===== config.mk =====
export PLATFORM = sky130hd
export DESIGN_NAME = cac_assess_ctrl
export DESIGN_NICKNAME = d
export VERILOG_FILES = /design/src/shared/cac_pkg.sv /design/src/shared/cac_verdict_if.sv /design/src/hw/cac_assess_ctrl.sv /design/src/hw/cac_interval_timer.sv /design/src/hw/cac_verdict.sv
export SDC_FILE = /design/constraint.sdc
export NUM_CORES = 1
export LEC_CHECK = 0
export ABC_AREA = 1
export BUFFER_PORTS_ARGS = -buffer_cell sky130_fd_sc_hd__buf_2
export CAP_MARGIN = 20
export CORE_MARGIN = 5
export CORE_UTILIZATION = 40
export CTS_BUF_LIST = sky130_fd_sc_hd__clkbuf_4
export CTS_CLUSTER_DIAMETER = 50
export DETAILED_ROUTE_END_ITERATION = 16
export GPL_TIMING_DRIVEN = 0
export PLACE_DENSITY = 0.7
export SYNTH_ARGS = -nofsm -noshare
export SYNTH_HDL_FRONTEND = slang
export SYNTH_SLANG_ARGS = --single-unit
export TNS_END_PERCENT = 10

===== constraint.sdc =====
create_clock -name clk_sys -period 2.1 [get_ports clk_sys]
set_clock_uncertainty 0.15 [all_clocks]
set_input_delay 0.105 -clock clk_sys [delete_from_list [all_inputs] [get_ports clk_sys]]
set_output_delay 0.105 -clock clk_sys [all_outputs]
set_load 0.02 [all_outputs]

===== src/shared/cac_pkg.sv =====
// How it works
// - an accepted request clears the complete and idle flags first.
// - complete flag becomes 1 when a measurement cycle ends, 0 meanwhile.
// - idle flag is 1 when nothing was detected, 0 when busy.
// - energy algorithm calls busy when power exceeds the threshold level.
// - carrier algorithm calls busy on a detected compliant modulated signal.
// - a finished manual assessment raises the complete event, number 4.
// - request outside basic receive states completes at once, unmeasured.
// - request during an energy run may signal at once, then again later.
// - in listening state the result appears 140 us after the request.
// - receiving in modes 0, 1, 3 waits for a running energy run.
// - receiving in mode 2 the result is given at once.
// - one automatic 8 symbol energy run per frame, started after sync.
// - host keeps receiver listening so the measurement lasts 8 symbols; the listening window here spans the full 140 us.
// - writing 1 to bit 7 of 0x08 starts a request, then self-clears.
// - bits 6:5 pick OR, energy, carrier, or AND algorithm.
// - 0x01 shows complete in 7, idle in 6, state in 4:0.
// - threshold is floor plus twice the five bit field in dB.
// - threshold field sits in bits 4:0 of 0x09; 7:5 reserved.
package cac_pkg;

  ////////////////////////////////////////////////////////////////////////////
  // register map
  localparam logic [5:0] ADDR_STATUS = 6'h01;
  localparam logic [5:0] ADDR_CTRL = 6'h08;
  localparam logic [5:0] ADDR_THRES = 6'h09;

  localparam int BIT_DONE = 7;
  localparam int BIT_IDLE = 6;
  localparam int BIT_REQ = 7;
  localparam int MODE_LSB = 5;
  localparam int MODE_MSB = 6;
  localparam int CHAN_MSB = 4;
  localparam int THR_MSB = 4;
  localparam int THR_RES_LSB = 5;

  localparam logic [7:0] CTRL_RESET = 8'h20;
  localparam logic [7:0] THRES_RESET = 8'hC7;
  localparam logic [7:0] UNMAPPED_READ = 8'h00;

  ////////////////////////////////////////////////////////////////////////////
  // timing at 25 MHz
  localparam int CLK_PERIOD_NS = 40;
  localparam int LISTEN_RESULT_NS = 140000;
  localparam int ED_RUN_NS = 128000;
  localparam int TMR_W = 12;
  localparam logic [TMR_W-1:0] LISTEN_CYCLES =
    TMR_W'((LISTEN_RESULT_NS + CLK_PERIOD_NS - 1) / CLK_PERIOD_NS);
  localparam logic [TMR_W-1:0] ED_RUN_CYCLES =
    TMR_W'((ED_RUN_NS + CLK_PERIOD_NS - 1) / CLK_PERIOD_NS);

  ////////////////////////////////////////////////////////////////////////////
  // types
  typedef enum logic [1:0] {
    ALG_CS_OR_ED = 2'h0,
    ALG_ED_ONLY = 2'h1,
    ALG_CS_ONLY = 2'h2,
    ALG_CS_AND_ED = 2'h3
  } cac_algo_e;

  typedef enum logic [2:0] {
    ST_IDLE = 3'h1,
    ST_LISTEN = 3'h2,
    ST_WAIT_ED = 3'h4
  } cac_state_e;

endpackage


===== src/shared/cac_verdict_if.sv =====
`timescale 1ns/1ps
interface cac_verdict_if;
  import cac_pkg::*;

  cac_algo_e algo;
  logic energyBusy;
  logic carrierBusy;
  logic channelIdle;

  modport ctrl (output algo, output energyBusy, output carrierBusy,
    input channelIdle);
  modport judge (input algo, input energyBusy, input carrierBusy,
    output channelIdle);
endinterface


===== src/hw/cac_assess_ctrl.sv =====
`timescale 1ns/1ps
module cac_assess_ctrl
  import cac_pkg::*;
(
  // clock and reset
  input wire logic clk_sys,
  input wire logic rst_n,
  // register port
  input wire logic regWrite,
  input wire logic regRead,
  input wire logic [5:0] regAddr,
  input wire logic [7:0] regWrData,
  output logic [7:0] regRdData,
  // receiver status
  input wire logic [4:0] trxState,
  input wire logic basicMode,
  input wire logic rxListening,
  input wire logic rxBusy,
  input wire logic shrDetected,
  input wire logic frameEnd,
  // signal measurements
  input wire logic [7:0] energyLevel,
  input wire logic carrierDetect,
  // results
  output logic measurementCompleteEvent,
  output logic [4:0] channelSel
);

  ////////////////////////////////////////////////////////////////////////////
  // declarations
  cac_state_e state_r;
  cac_state_e state_nxt;
  logic done_r;
  logic done_nxt;
  logic idle_r;
  logic idle_nxt;
  logic evt_r;
  logic evt_nxt;
  logic winEnergy_r;
  logic winEnergy_nxt;
  logic winCarrier_r;
  logic winCarrier_nxt;

  logic [1:0] mode_r;
  logic [1:0] mode_nxt;
  logic [4:0] chan_r;
  logic [4:0] chan_nxt;
  logic [4:0] thres_r;
  logic [4:0] thres_nxt;
  logic [2:0] thresRes_r;
  logic [2:0] thresRes_nxt;
  logic [7:0] rdData_r;
  logic [7:0] rdData_nxt;

  logic edRan_r;
  logic edRan_nxt;
  logic edAccum_r;
  logic edAccum_nxt;
  logic edResult_r;
  logic edResult_nxt;

  logic request;
  logic [1:0] algoSel;
  logic inReceive;
  logic energyNow;
  logic immEnergy;
  logic listenStart;
  logic listenRunning;
  logic listenExpire;
  logic edStart;
  logic edRunning;
  logic edExpire;

  cac_verdict_if vif ();

  ////////////////////////////////////////////////////////////////////////////
  // request decode and instantaneous decisions
  // the request bit is never stored, so a read can't show it pending
  assign request = regWrite && (regAddr == ADDR_CTRL) &&
    regWrData[BIT_REQ];
  assign inReceive = basicMode && (rxListening || rxBusy);
  // energy level counts dB above the floor, so the floor term cancels
  assign energyNow = energyLevel > {2'h0, thres_r, 1'b0};
  assign immEnergy = edRan_r ? edResult_r : energyNow;

  ////////////////////////////////////////////////////////////////////////////
  // timers: listening window and automatic energy run
  // a sync landing on the frame end belongs to the next frame, so the end
  // re-arms the run in the same cycle
  assign edStart = shrDetected && rxBusy &&
    (frameEnd || (!edRan_r && !edRunning));

  cac_interval_timer #(
    .LOAD(LISTEN_CYCLES)
  ) u_listen_timer (
    .clk_sys(clk_sys),
    .rst_n(rst_n),
    .start(listenStart),
    .abort(1'b0),
    .running(listenRunning),
    .expire(listenExpire)
  );

  cac_interval_timer #(
    .LOAD(ED_RUN_CYCLES)
  ) u_ed_timer (
    .clk_sys(clk_sys),
    .rst_n(rst_n),
    .start(edStart),
    .abort(frameEnd),
    .running(edRunning),
    .expire(edExpire)
  );

  ////////////////////////////////////////////////////////////////////////////
  // decision inputs
  // the request write carries its own mode, which must decide at once
  assign algoSel = request ? regWrData[MODE_MSB:MODE_LSB] : mode_r;
  assign vif.algo = cac_algo_e'(algoSel);

  always_comb begin
    if (request) begin
      vif.energyBusy = immEnergy;
      vif.carrierBusy = carrierDetect;
    end else if (state_r == ST_LISTEN) begin
      vif.energyBusy = winEnergy_r || energyNow;
      vif.carrierBusy = winCarrier_r || carrierDetect;
    end else begin
      vif.energyBusy = edAccum_r || energyNow;
      vif.carrierBusy = carrierDetect;
    end
  end

  cac_verdict u_verdict (
    .vif(vif)
  );

  ////////////////////////////////////////////////////////////////////////////
  // automatic energy run bookkeeping
  always_comb begin
    edRan_nxt = edRan_r;
    edAccum_nxt = edAccum_r;
    edResult_nxt = edResult_r;
    if (frameEnd) begin
      edRan_nxt = 1'b0;
    end
    // a sync arriving with the frame end still counts for the next frame
    if (edStart) begin
      edRan_nxt = 1'b1;
      edAccum_nxt = 1'b0;
    end else if (edRunning) begin
      edAccum_nxt = edAccum_r || energyNow;
    end
    if (edExpire) begin
      edResult_nxt = edAccum_r || energyNow;
    end
  end

  always_ff @(posedge clk_sys or negedge rst_n) begin
    if (!rst_n) begin
      edRan_r <= 1'b0;
      edAccum_r <= 1'b0;
      edResult_r <= 1'b0;
    end else begin
      edRan_r <= edRan_nxt;
      edAccum_r <= edAccum_nxt;
      edResult_r <= edResult_nxt;
    end
  end

  ////////////////////////////////////////////////////////////////////////////
  // assessment sequencer
  always_comb begin
    state_nxt = state_r;
    done_nxt = done_r;
    idle_nxt = idle_r;
    evt_nxt = 1'b0;
    winEnergy_nxt = winEnergy_r;
    winCarrier_nxt = winCarrier_r;
    listenStart = 1'b0;

    case (state_r)
      ST_IDLE: begin
        state_nxt = ST_IDLE;
      end
      ST_LISTEN: begin
        winEnergy_nxt = winEnergy_r || energyNow;
        winCarrier_nxt = winCarrier_r || carrierDetect;
        if (listenExpire) begin
          done_nxt = 1'b1;
          idle_nxt = vif.channelIdle;
          evt_nxt = 1'b1;
          state_nxt = ST_IDLE;
        end
      end
      ST_WAIT_ED: begin
        // a frame cut short ends the run, so the wait ends with it
        if (edExpire || frameEnd || !edRunning) begin
          done_nxt = 1'b1;
          idle_nxt = vif.channelIdle;
          evt_nxt = 1'b1;
          state_nxt = ST_IDLE;
        end
      end
      default: begin
        state_nxt = ST_IDLE;
      end
    endcase

    // a fresh request restarts everything; a completion in the same cycle
    // still keeps its event pulse
    if (request) begin
      done_nxt = 1'b0;
      idle_nxt = 1'b0;
      winEnergy_nxt = 1'b0;
      winCarrier_nxt = 1'b0;
      if (!inReceive) begin
        done_nxt = 1'b1;
        evt_nxt = 1'b1;
        state_nxt = ST_IDLE;
      end else if (rxListening) begin
        listenStart = 1'b1;
        state_nxt = ST_LISTEN;
      end else if ((algoSel == ALG_CS_ONLY) || !edRunning) begin
        done_nxt = 1'b1;
        idle_nxt = vif.channelIdle;
        evt_nxt = 1'b1;
        state_nxt = ST_IDLE;
      end else begin
        // early pulse while the flag is still 0; the real one follows
        evt_nxt = 1'b1;
        state_nxt = ST_WAIT_ED;
      end
    end
  end

  always_ff @(posedge clk_sys or negedge rst_n) begin
    if (!rst_n) begin
      state_r <= ST_IDLE;
      done_r <= 1'b0;
      idle_r <= 1'b0;
      evt_r <= 1'b0;
      winEnergy_r <= 1'b0;
      winCarrier_r <= 1'b0;
    end else begin
      state_r <= state_nxt;
      done_r <= done_nxt;
      idle_r <= idle_nxt;
      evt_r <= evt_nxt;
      winEnergy_r <= winEnergy_nxt;
      winCarrier_r <= winCarrier_nxt;
    end
  end

  ////////////////////////////////////////////////////////////////////////////
  // register file
  always_comb begin
    mode_nxt = mode_r;
    chan_nxt = chan_r;
    thres_nxt = thres_r;
    thresRes_nxt = thresRes_r;
    rdData_nxt = rdData_r;

    // status register takes no writes at all
    if (regWrite) begin
      case (regAddr)
        ADDR_CTRL: begin
          mode_nxt = regWrData[MODE_MSB:MODE_LSB];
          chan_nxt = regWrData[CHAN_MSB:0];
        end
        ADDR_THRES: begin
          thres_nxt = regWrData[THR_MSB:0];
          thresRes_nxt = regWrData[7:THR_RES_LSB];
        end
        default: begin
          chan_nxt = chan_r;
        end
      endcase
    end

    if (regRead) begin
      case (regAddr)
        ADDR_STATUS: begin
          rdData_nxt = {done_r, idle_r, 1'b0, trxState};
        end
        ADDR_CTRL: begin
          rdData_nxt = {1'b0, mode_r, chan_r};
        end
        ADDR_THRES: begin
          rdData_nxt = {thresRes_r, thres_r};
        end
        default: begin
          rdData_nxt = UNMAPPED_READ;
        end
      endcase
    end
  end

  always_ff @(posedge clk_sys or negedge rst_n) begin
    if (!rst_n) begin
      mode_r <= CTRL_RESET[MODE_MSB:MODE_LSB];
      chan_r <= CTRL_RESET[CHAN_MSB:0];
      thres_r <= THRES_RESET[THR_MSB:0];
      thresRes_r <= THRES_RESET[7:THR_RES_LSB];
      rdData_r <= 8'h00;
    end else begin
      mode_r <= mode_nxt;
      chan_r <= chan_nxt;
      thres_r <= thres_nxt;
      thresRes_r <= thresRes_nxt;
      rdData_r <= rdData_nxt;
    end
  end

  ////////////////////////////////////////////////////////////////////////////
  // outputs
  assign regRdData = rdData_r;
  assign measurementCompleteEvent = evt_r;
  assign channelSel = chan_r;

endmodule


===== src/hw/cac_interval_timer.sv =====
`timescale 1ns/1ps
module cac_interval_timer
  import cac_pkg::*;
#(
  parameter logic [TMR_W-1:0] LOAD = 12'h001
) (
  // clock and reset
  input wire logic clk_sys,
  input wire logic rst_n,
  // control
  input wire logic start,
  input wire logic abort,
  // status
  output logic running,
  output logic expire
);

  logic [TMR_W-1:0] count_r;
  logic [TMR_W-1:0] count_nxt;

  // expire marks the last counted cycle, so a start at edge 0 lets the
  // consumer act at edge LOAD
  assign running = (count_r != '0);
  assign expire = (count_r == TMR_W'(1)) && !abort && !start;

  always_comb begin
    count_nxt = count_r;
    if (start) begin
      count_nxt = LOAD;
    end else if (abort) begin
      count_nxt = '0;
    end else if (running) begin
      count_nxt = count_r - TMR_W'(1);
    end
  end

  always_ff @(posedge clk_sys or negedge rst_n) begin
    if (!rst_n) begin
      count_r <= '0;
    end else begin
      count_r <= count_nxt;
    end
  end

endmodule


===== src/hw/cac_verdict.sv =====
`timescale 1ns/1ps
module cac_verdict
  import cac_pkg::*;
(
  // decision inputs and result
  cac_verdict_if.judge vif
);

  logic busy;

  always_comb begin
    case (vif.algo)
      ALG_CS_OR_ED: busy = vif.carrierBusy || vif.energyBusy;
      ALG_ED_ONLY: busy = vif.energyBusy;
      ALG_CS_ONLY: busy = vif.carrierBusy;
      ALG_CS_AND_ED: busy = vif.carrierBusy && vif.energyBusy;
      default: busy = 1'b1;
    endcase
  end

  assign vif.channelIdle = !busy;

endmodule


Word-level counts from Yosys, hierarchy flattened. Cells that the tools add are included.

Add/subtract/negate cells: 2. Magnitude comparators: 1. Equal/unequal tests: 12. Muxes and demuxes: 51. Reduce and logical (&&, ||, !) cells: 38.

Operator list (count): 12-bit 2-to-1 mux (5); 1-bit 2-to-1 mux (33); 12-bit by 1-bit == test with 1-bit output (second input constant) (2); 8-bit one-hot mux with 3 select lines (1); 12-bit nonzero test (2); 12-bit by 1-bit subtractor with 12-bit output (second input constant) (2); 3-bit 2-to-1 mux (6); 6-bit by 4-bit == test with 1-bit output (second input constant) (2); 1-bit logical AND (10); 1-bit logical OR (9); 8-bit by 6-bit > comparator with 1-bit output (1); 2-bit nonzero test (4); 6-bit by 1-bit == test with 1-bit output (second input constant) (1); 1-bit zero test (6); 3-bit != test (second input constant) (2); 1-bit one-hot mux with 2 select lines (3); 3-bit one-hot mux with 2 select lines (1); 2-bit AND reduction (3); 3-bit nonzero test (2); 2-bit == test (second input constant) (2); 1-bit one-hot mux with 4 select lines (1); 3-bit by 2-bit == test with 1-bit output (second input constant) (1); 3-bit == test (second input constant) (1); 3-bit AND reduction (1); other kinds (3) (3).

Flip-flop bits (word level): 58. Input bits: 37. Output and inout port bits: 14. Word-level logic and storage cells: 120.

Longest topological paths before layout. Gate-level depths: netlist of the first run.

Depth in word-level cells: 14. Gate-level depth with buffers: 15. Depth with buffers taken out: 15.

Modules after synthesis. A second synthesis of the first run with hierarchy kept.

Cells, all modules: 457. Area, all modules: 3500.9 um2.

By module, submodules not included: cac_assess_ctrl (instances 1, cells each 227, area an instance 1843.0 um2, sequential area each 859.6 um2); cac_interval_timer (u_listen_timer) (instances 1, cells each 113, area an instance 837.1 um2, sequential area each 300.3 um2); cac_interval_timer (u_ed_timer) (instances 1, cells each 110, area an instance 794.5 um2, sequential area each 300.3 um2); cac_verdict (instances 1, cells each 7, area an instance 26.3 um2, sequential area each 0.0 um2).

Worst setup path after synthesis of the first run. Ideal clock, no wire load.

Kind: flip-flop to flip-flop. Start point: reg thres_r[2]. End point: reg idle_r. Library setup time: 0.117 ns. Arrival time: 1.514 ns. Slack: 0.320 ns. Cell stages (with the launch flop): 16. Buffers on the path: 0. Cell sequence: dfstp_2 > inv_1 > ha_1 > nand2_1 > inv_1 > nand2_1 > nand2_1 > nand2_1 > nand2_1 > nand2_1 > nand2_1 > nand2_1 > nand3_1 > nand2_1 > nand3_2 > nand2_1.

Longest elaborated chain between the ends: 11.

Ends and longest elaborated chain: start: declaration (line cac_assess_ctrl.sv:48) `logic [4:0] thres_r;`; start signal: assignment (line cac_assess_ctrl.sv:303) `thres_r <= THRES_RESET[THR_MSB:0];`; start signal: assignment (line cac_assess_ctrl.sv:309) `thres_r <= thres_nxt;`; 8-bit by 6-bit > comparator with 1-bit output * (line cac_assess_ctrl.sv:83) `assign energyNow = energyLevel > {2'h0, thres_r, 1'b0};`; 1-bit logical OR (on tied branches) (line cac_assess_ctrl.sv:129, cac_assess_ctrl.sv:126); 1-bit 2-to-1 mux (line cac_assess_ctrl.sv:125) `end else if (state_r == ST_LISTEN) begin`; 1-bit 2-to-1 mux * (line cac_assess_ctrl.sv:122) `if (request) begin`; 1-bit logical AND / 1-bit logical OR (equally long branches) (line cac_verdict.sv:16, cac_verdict.sv:13); 1-bit one-hot mux with 4 select lines * (line cac_verdict.sv:12) `case (vif.algo)`; 1-bit zero test * (line cac_verdict.sv:21) `assign vif.channelIdle = !busy;`; 1-bit 2-to-1 mux (line cac_assess_ctrl.sv:224) `end else if ((algoSel == ALG_CS_ONLY) || !edRunning) begin`; 1-bit 2-to-1 mux (line cac_assess_ctrl.sv:221) `end else if (rxListening) begin`; 1-bit 2-to-1 mux (line cac_assess_ctrl.sv:217) `if (!inReceive) begin`; 1-bit 2-to-1 mux * (line cac_assess_ctrl.sv:212) `if (request) begin`; end signal: assignment (line cac_assess_ctrl.sv:248) `idle_r <= idle_nxt;`; end: declaration (line cac_assess_ctrl.sv:35) `logic idle_r;`.

Every way passes the cells marked *; elsewhere a longest branch is shown, timed or not. The select of a mux whose other input is x is not followed. A chain may end at the register's enable or synchronous reset.

Worst setup path after layout of the first run.
Start point: reg u_listen_timer.count_r[0]. End point: reg u_listen_timer.count_r[5].

Longest elaborated chain between the ends: 3.

Ends and longest elaborated chain: start: declaration (line cac_interval_timer.sv:18) `logic [TMR_W-1:0] count_r;`; start signal: assignment (line cac_interval_timer.sv:41) `count_r <= count_nxt;`; 12-bit by 1-bit subtractor with 12-bit output (line cac_interval_timer.sv:33) `count_nxt = count_r - TMR_W'(1);`; 12-bit 2-to-1 mux (line cac_interval_timer.sv:32) `end else if (running) begin`; 12-bit 2-to-1 mux (line cac_interval_timer.sv:28) `if (start) begin`.

Several ways; a longest one is shown, not always the timed one. The select of a mux whose other input is x is not followed.

==> impl_metrics.yaml, run 1 <==
worst_setup_path:
  r2r_start: "u_listen_timer.count_r[0]"
  cp_max_fo: 7
  critPathBufInv: 1
  reg2reg_to: "u_listen_timer.count_r[5]"
  crit_chain: "inv_1, ha_1, nand2_1, nor3_2, nand2_2, nand3_1, nor2_1, a21boi_0, o21ai_1"
  slowest_stage: "dfrtp_1"
  critPathCaptureType: "register"
  cpPeakStageDelay_ns: 0.42
  crit_type: "register to register"
  cp.required_ns: 2.24
  crit_family: "simple AND/OR/NAND/NOR gates"
  cp.arrival_ns: 2.10
  reg2reg_depth: 9
  reg2reg_slack_ns: 0.14
  critPathLaunchType: "register"
floorplanning:
  dieArea_um2: 10000
  num_rows: 32
  coreArea_um2: 7810
  start_util_pct: 41.7
  ios: 51
  die_h_um: 100
  die_w_um: 100
timing:
  max_freq_mhz: 511
  tns_ns: 0
  fin_crit_ns: 1.96
  setup_viol: 0
  rsz0062_at_grt: "true"
  maxSlewViolCount: 0
  slew_headroom_pct: 59.4
  tightest_slew_ns: 0.610
  period_share_pct: 93.1
  hold_viol_final: 0
power_and_ir_drop:
  cellPowerDensity_nw_per_um2: 927
  leakage_nw: 2.15
  total_power_mw: 3.80
  ir_drop_mv: 0.420
synth:
  ys_types: 42
  yosys_warnings: 0
  synthMuxAreaShare_pct: 2.73
  yosysTopAreaCell: "dfrtp_1"
  synth-simple-area-share_pct: 29.6
  netlist.area_leader.share_pct: 39.2
  yosys-top-cells-area: "dfrtp_1 39%, nand2_1 11%, inv_1 7.6%"
  yosys.area_share.adder_pct: 3.85
  synth_edf_count: 0
  synthCells: 403
  syn-num-nets: 450
  synth_top_family_by_area: "simple AND/OR/NAND/NOR gates"
  postSynthAreaPerCell_um2: 8.07
  synthFlopType: "dfrtp_1"
  ys_seq_elements: 58
  syn_area_um2: 3250
  synth-compound-area-share_pct: 7.96
  synthArstFlopShare_pct: 100
  synth_xor_area_share_pct: 2.42
  yosysSeqAreaShare_pct: 44.9
global_route:
  antenna_found_initial: 0
  grtUsageTotal_pct: 16.1
  grt_pass1_vias: 2867
  grt_max_degree: 35
  grt_pass1_wl_mm: 12.9
  grt-ovfl-total: 0
flow_run:
  cap_violations: 0
clock_network:
  clk_pin_slew_ns: 0.11
  root_buffer: "clkbuf_4"
  clk_path_buf_depth: 2
  post-cts-setup-buffer-count: 0
  cts_buffers: 9
  cts_sinks: 58
  cts_tree: "done"
  insertion_delay_ns: 0.41
  htreeDepth: 3
final_layout:
  nets: 537
  layout_commonest_cell: "nand2_1"
  layoutNonFillerInstCount: 597
  num_antenna_cells: 0
  drive_gt1_share_pct: 23.0
  nFillCells: 718
  postLayoutCoreUtil_pct: 52.5
  syn_to_final_growth_pct: 26.0
  final_cell_mix: "92 x nand2_1, 66 x inv_1, 52 x buf_2, 51 x dfrtp_1, 41 x nor2_1"
placement:
  port_buffers: 49
  place_congestion: 0.820
  placed_cells: 555
  post-dp-hpwl_mm: 5.33
routing:
  drc: 0
  via_per_inst: 4.77
  totalWireLength_mm: 7.37
  first_pass_iters: 4
  wire_per_inst_um: 12.3
  vias: 2847
  initialDrtViolationCount: 124
  postRouteAntennaNets: 0
hold_path:
  hp-class: "input pin to register"
  worst_hold_path.endpoint: "u_ed_timer.count_r[10]"
  hold_depth: 5
  hp-start: "rxBusy"
outcome:
  status: "complete, no violations"
==> cell usage after synthesis, types with 3 or more instances <==
| master | n |
|---|---|
| dfrtp_1 | 51 |
| nand3_1 | 25 |
| mux2_2 | 7 |
| ha_1 | 10 |
| dfstp_2 | 7 |
| nor2_1 | 43 |
| inv_2 | 3 |
| nand3_2 | 3 |
| nor3_1 | 5 |
| nor2_2 | 4 |
| o21ai_0 | 6 |
| buf_2 | 3 |
| a21oi_1 | 15 |
| o21ai_1 | 11 |
| nand2_2 | 8 |
| nor4_1 | 4 |
| inv_1 | 66 |
| xor2_1 | 7 |
| o211ai_1 | 4 |
| nand2_1 | 93 |
==> cell type report <==
cell class | count | area [um2] | area share, %
plain buffers | 4 | 18.8 | 0.458
clock buffers | 10 | 75.1 | 1.83
clock inverters | 6 | 106 | 2.59
inverters | 69 | 259 | 6.32
multi-input cells | 272 | 1530 | 37.3
flip-flops and latches | 58 | 1460 | 35.6
well taps | 102 | 128 | 3.11
repair buffers | 76 | 526 | 12.8
==> flip-flops by register name, indices dropped and copies added, names as in the netlist, 2 cells and up <==
signal,flops
channelSel,5
u_ed_timer.count_r,12
thres_r,5
state_r,3
u_listen_timer.count_r,12
thresRes_r,3
mode_r,2
regRdData,8
==> timing repair <==
action,in CTS,in global routing
endpoints found under the setup margin,0,4
hold endpoints to repair,80,0
hold buffers,26,0
resized for setup,0,4
==> report_power, final <==
group	total, mW	internal, mW	switching [mW]
Combinational	1.18	0.477	0.707
Sequential	1.58	1.38	0.200
Clock	1.04	0.610	0.427
==> per-stage QoR <==
| step | hold slack [ns] | worst slack, ns | instance area (um2) |
|---|---|---|---|
| floorplan | -0.341 | 0.320 | 3250 |
| global placement | 0.167 | 0.141 | 3630 |
| detailed placement | 0.00241 | 0.122 | 3650 |
| CTS | 0.00265 | 0.0789 | 4090 |
| global route | 0.0156 | -0.0417 | 4100 |
| finish | 0.0170 | 0.144 | 4100 |
==> worst max-delay path by stage <==
stage,startpoint,end,cells past startpoint
after floorplan,thres_r[2],idle_r,15
after global placement,thres_r[2],idle_r,15
after detailed placement,thres_r[2],idle_r,13
after CTS,thres_r[2],idle_r,13
after global routing,thres_r[2],idle_r,13
final,u_listen_timer.count_r[0],u_listen_timer.count_r[5],9
==> routing by layer <==
layer | share of wire [%] | vias up | GRT usage [%]
met5 | 0 | - | 0
li1 | - | 1456 | -
met1 | 45 | 1325 | 19.6
met4 | 0.64 | 0 | 4.35
met2 | 49 | 60 | 27.4
met3 | 5.5 | 6 | 5.07
==> worst reg2reg max path: stages (launching register included) <==
cell and delay, ns:
dfrtp_1 0.42, inv_1 0.11, ha_1 0.23, nand2_1 0.14, nor3_2 0.21, nand2_2 0.17
nand3_1 0.13, nor2_1 0.06, a21boi_0 0.14, o21ai_1 0.08
==> cells by family after synthesis <==
logic type | after synthesis
compound gates | 44
xor+xnor | 9
fa+ha+maj | 10
buf+inv | 73
flops | 58
mux | 8
simple gates | 201
Power figures use the tool's default switching activity.
==> run 2: changes to the inputs <==
HOLD_SLACK_MARGIN = 0.12   (was not set)
==> impl_metrics.yaml, run 2 (synthesis results as in run 1) <==
timing:
  tns_ns: 0
  period_share_pct: 94.5
  setup_viol: 0
  tightest_slew_ns: 0.471
  fin_crit_ns: 1.99
  hold_viol_final: 0
  maxSlewViolCount: 0
  whs_ns: 0.122
  max_freq_mhz: 504
  slew_headroom_pct: 68.3
routing:
  drc: 0
  wire_per_inst_um: 12.8
  postRouteAntennaNets: 0
  first_pass_iters: 4
  via_per_inst: 4.81
  vias: 2980
  initialDrtViolationCount: 123
  totalWireLength_mm: 7.94
final_layout:
  layoutNonFillerInstCount: 620
  syn_to_final_growth_pct: 33.6
  nets: 560
  drive_gt1_share_pct: 23.9
  final_cell_mix: "91 x nand2_1, 65 x inv_1, 52 x buf_2, 51 x dfrtp_1, 44 x dlygate4sd3_1"
  num_antenna_cells: 0
  final_cell_area_um2: 4350
  layout_commonest_cell: "nand2_1"
worst_setup_path:
  reg2reg_to: "state_r[2]"
  critPathCaptureType: "register"
  cp.required_ns: 2.25
  reg2reg_depth: 7
  r2r_start: "u_ed_timer.count_r[5]"
  critPathLaunchType: "input pin"
  crit_type: "input pin to register"
  reg2reg_slack_ns: 0.14
  cp_max_fo: 4
  cp.arrival_ns: 2.13
global_route:
  grt_pass1_wl_mm: 13.9
  use_met1_pct: 20.1
  antenna_found_initial: 0
  globalRoute.busiestLayer: "met2"
  grt-ovfl-total: 0
  grtUsageMet2_pct: 30.0
  grt_max_degree: 35
  grt_pass1_vias: 3078
  grtUsageTotal_pct: 17.3
  met3_usage_pct: 5.42
hold_path:
  worst_hold_path.endpoint: "edAccum_r"
  hold_depth: 7
  hp-start: "energyLevel[6]"
  hp-class: "input pin to register"
placement:
  post-dp-hpwl_mm: 5.33
  place_congestion: 0.820
  placed_cell_area_um2: 3650
  port_buffers: 49
  placed_cells: 555
floorplanning:
  start_util_pct: 41.7
  num_rows: 32
  die_h_um: 100
  die_w_um: 100
  dieArea_um2: 10000
  ios: 51
  coreArea_um2: 7810
clock_network:
  clk_path_buf_depth: 2
  clk_pin_slew_ns: 0.09
  cts_sinks: 58
  htreeDepth: 3
  insertion_delay_ns: 0.40
  cts_buffers: 9
  cts_tree: "done"
  root_buffer: "clkbuf_4"
power_and_ir_drop:
  internal_power_mw: 2.50
  total_power_mw: 3.85
  power_switching_mw: 1.35
  power_frac_comb_pct: 32.2
  p_clk_share_pct: 26.9
  ir_drop_mv: 0.421
  cellPowerDensity_nw_per_um2: 886
  swShare_pct: 35.1
  p_seq_share_pct: 41.0
  leakage_nw: 2.26
flow_run:
  cap_violations: 0
outcome:
  status: "complete, no violations"
-- run 2: area by class of cell --
type | count | area (um2)
flip-flops and latches | 58 | 1460
inverters | 69 | 259
clock inverters | 6 | 106
plain buffers | 4 | 18.8
clock buffers | 10 | 75.1
fillers | 695 | 3460
well taps | 102 | 128
multi-input cells | 272 | 1550
repair buffers | 99 | 751
-- run 2: worst max path at each step --
stage,start,endpoint,slack [ns],cells after the start
2_1_floorplan,thres_r[2],idle_r,0.32,15
6_report,energyLevel[7],idle_r,0.11,15
3_5_place_dp,thres_r[2],idle_r,0.12,13
4_1_cts,thres_r[2],idle_r,0.08,13
3_3_place_gp,thres_r[2],idle_r,0.14,15
5_1_grt,energyLevel[7],idle_r,-0.01,15
-- run 2: layer usage --
layer	wire, um	part of all wire (%)
met3	428	5.4
met5	0	0
met2	3900	49
met4	164	2.1
met1	3450	43
-- run 2: through the flow --
step                util, %  setup WS (ns)
floorplan                 -          0.320
global placement       46.4          0.141
detailed placement     46.7          0.122
CTS                    54.9         0.0789
global route           55.7        -0.0106
finish                 55.7          0.115
-- run 2: power by group through the flow --
stage               clock network [mW]  registers, mW  logic [mW]
global placement                     0           1.59        1.07
global route                      1.12           1.61        1.43
detailed placement                   0           1.59        1.12
finish                            1.03           1.58        1.24
CTS                               1.06           1.57        1.19
floorplan                            0           1.58       0.843
-- run 2: what timing repair did --
action | CTS | global route
hold buffers | 46 | 2
endpoints found under the hold margin | 104 | 2
setup endpoints to repair | 0 | 5
buffers inserted | 0 | 4
gates resized for setup | 0 | 9
-- run 2: worst max-delay path, cell delays in order --
cell,delay (ns)
dlygate4sd3_1,0.53
buf_2,0.12
inv_1,0.04
nand2_1,0.05
dlygate4sd3_1,0.57
nor2_2,0.10
nand2_1,0.06
nand2_1,0.06
nand2_2,0.09
nand2_2,0.09
nand2_1,0.05
nand3_1,0.09
nand2_1,0.07
nand3_2,0.06
nand2_1,0.04
==> run 3: changes to the inputs <==
CORE_UTILIZATION = 45   (was 40)
PLACE_DENSITY = 0.76   (was 0.7)
==> impl_metrics.yaml, run 3 (synthesis results as in run 1) <==
flow_run:
  cap_violations: 0
final_layout:
  layout_commonest_cell: "nand2_1"
  drive_gt1_share_pct: 23.8
  nets: 558
  num_antenna_cells: 0
  multiInputGateArea_um2: 1560
  syn_to_final_growth_pct: 32.5
  seq_area_um2: 1460
  final_cell_area_um2: 4310
  nFillCells: 638
  final_cell_mix: "90 x nand2_1, 64 x inv_1, 52 x buf_2, 50 x dfrtp_1, 43 x dlygate4sd3_1"
routing:
  first_pass_iters: 5
  vias: 3008
  postRouteAntennaNets: 0
  wire_per_inst_um: 12.9
  totalWireLength_mm: 7.95
  initialDrtViolationCount: 142
  drc: 0
  via_per_inst: 4.89
power_and_ir_drop:
  leakage_nw: 2.27
  ir_drop_mv: 0.346
  p_clk_share_pct: 24.2
  cellPowerDensity_nw_per_um2: 878
  internal_power_mw: 2.39
  swShare_pct: 36.7
  p_seq_share_pct: 42.4
  power_switching_mw: 1.39
  power_frac_comb_pct: 33.4
clock_network:
  cts_sinks: 58
  htreeDepth: 3
  clk_path_buf_depth: 2
  cts_tree: "done"
  root_buffer: "clkbuf_4"
  clk_pin_slew_ns: 0.10
  cts_buffers: 9
  insertion_delay_ns: 0.41
placement:
  placed_cell_area_um2: 3640
  place_congestion: 0.852
  port_buffers: 49
  post-dp-hpwl_mm: 5.41
global_route:
  grt_pass1_vias: 3117
  grt_pass1_wl_mm: 13.8
  grtUsageTotal_pct: 19.5
  antenna_found_initial: 0
  grt-ovfl-total: 0
  grt_max_degree: 36
timing:
  slew_headroom_pct: 38.4
  fin_crit_ns: 2.03
  maxSlewViolCount: 0
  tightest_slew_ns: 0.921
  whs_ns: 0.0764
  max_freq_mhz: 493
  period_share_pct: 96.6
  setup_viol: 0
  hold_viol_final: 0
  rsz0062_at_grt: "true"
floorplanning:
  start_util_pct: 45.6
  die_h_um: 95.0
  dieArea_um2: 9030
  num_rows: 31
  ios: 51
  die_w_um: 95.0
  coreArea_um2: 7140
worst_setup_path:
  worstSetupStartpoint: "u_ed_timer.count_r[4]"
  critPathLaunchType: "register"
  crit_type: "register to register"
  critPathCaptureType: "register"
  r2r_start: "u_ed_timer.count_r[4]"
  cp.arrival_ns: 2.18
  cp.required_ns: 2.25
  cp_max_fo: 7
  reg2reg_depth: 7
hold_path:
  hp-class: "input pin to register"
  hp-start: "energyLevel[6]"
  hold_depth: 8
outcome:
  status: "complete, no violations"
-- run 3: cell count changes in the layout (fill, tap and decap cells not counted), moves of 2 or more --
| cell | change |
|---|---|
| nor2_2 | -3 |
| dlymetal6s4s_1 | +2 |
| buf_4 | -2 |
| nor2_1 | +2 |
-- run 3: area by class of cell --
cell class | instances | area share, %
clock inverter | 6 | 1.89
tap | 99 | 2.87
sequential | 58 | 33.9
buffer | 4 | 0.435
timing repair buffer | 97 | 17.1
inverter | 69 | 6.01
multi-input combinational | 272 | 36.1
clock buffer | 10 | 1.74
-- run 3: path summary, 6_finish.rpt --
kind / endpoint / slack [ns]
max in group asynchronous: u_ed_timer.count_r[5] / 0.36
min in group asynchronous: thres_r[1] / 0.77
setup reg to reg: u_ed_timer.count_r[4] / 0.07
hold / removal: edAccum_r / 0.08
setup / recovery: u_ed_timer.count_r[4] / 0.07
hold reg to reg: thresRes_r[2] / 0.33
-- run 3: power by group through the flow --
| stage | registers (mW) | clock network, mW | logic, mW |
|---|---|---|---|
| after floorplan | 1.58 | 0 | 0.843 |
| after global placement | 1.59 | 0 | 1.07 |
| after detailed placement | 1.60 | 0 | 1.12 |
| after CTS | 1.58 | 0.936 | 1.20 |
| after global routing | 1.64 | 0.980 | 1.44 |
| final | 1.60 | 0.915 | 1.26 |
-- run 3: layer usage --
layer,vias up,routed length (um),GRT usage [%],part of all wire [%]
met5,-,0,0,0
met4,0,129,10.1,1.6
met3,19,405,3.95,5.1
met2,91,3990,32.9,50
met1,1398,3420,23.5,43
li1,1500,-,-,-
-- run 3: worst max-delay path, stage by stage (launching register included) --
cell and delay, ns:
dfrtp_1 0.46, nor2_4 0.13, nand3_2 0.12, nor2_2 0.15, nand2_4 0.10, a21oi_4 0.20, nor4_2 0.05, dlygate4sd3_1 0.56
-- run 3: what timing repair did --
action                                  CTS  global route
hold buffers                             45             1
endpoints found under the setup margin    0            10
hold endpoints to repair                103             1
buffers inserted                          0             2
gates resized for setup                   0            15
-- run 3: stage by stage --
stage	setup slack, ns	util, %	power [mW]	TNS [ns]	instances
6_report	0.0708	60.4	3.78	0	615
2_1_floorplan	0.320	-	2.42	0	403
5_1_grt	-0.0703	60.4	4.07	-0.137	615
4_1_cts	0.0182	59.5	3.72	0	613
3_3_place_gp	0.156	50.8	2.65	0	551
3_5_place_dp	0.124	51.0	2.72	0	552
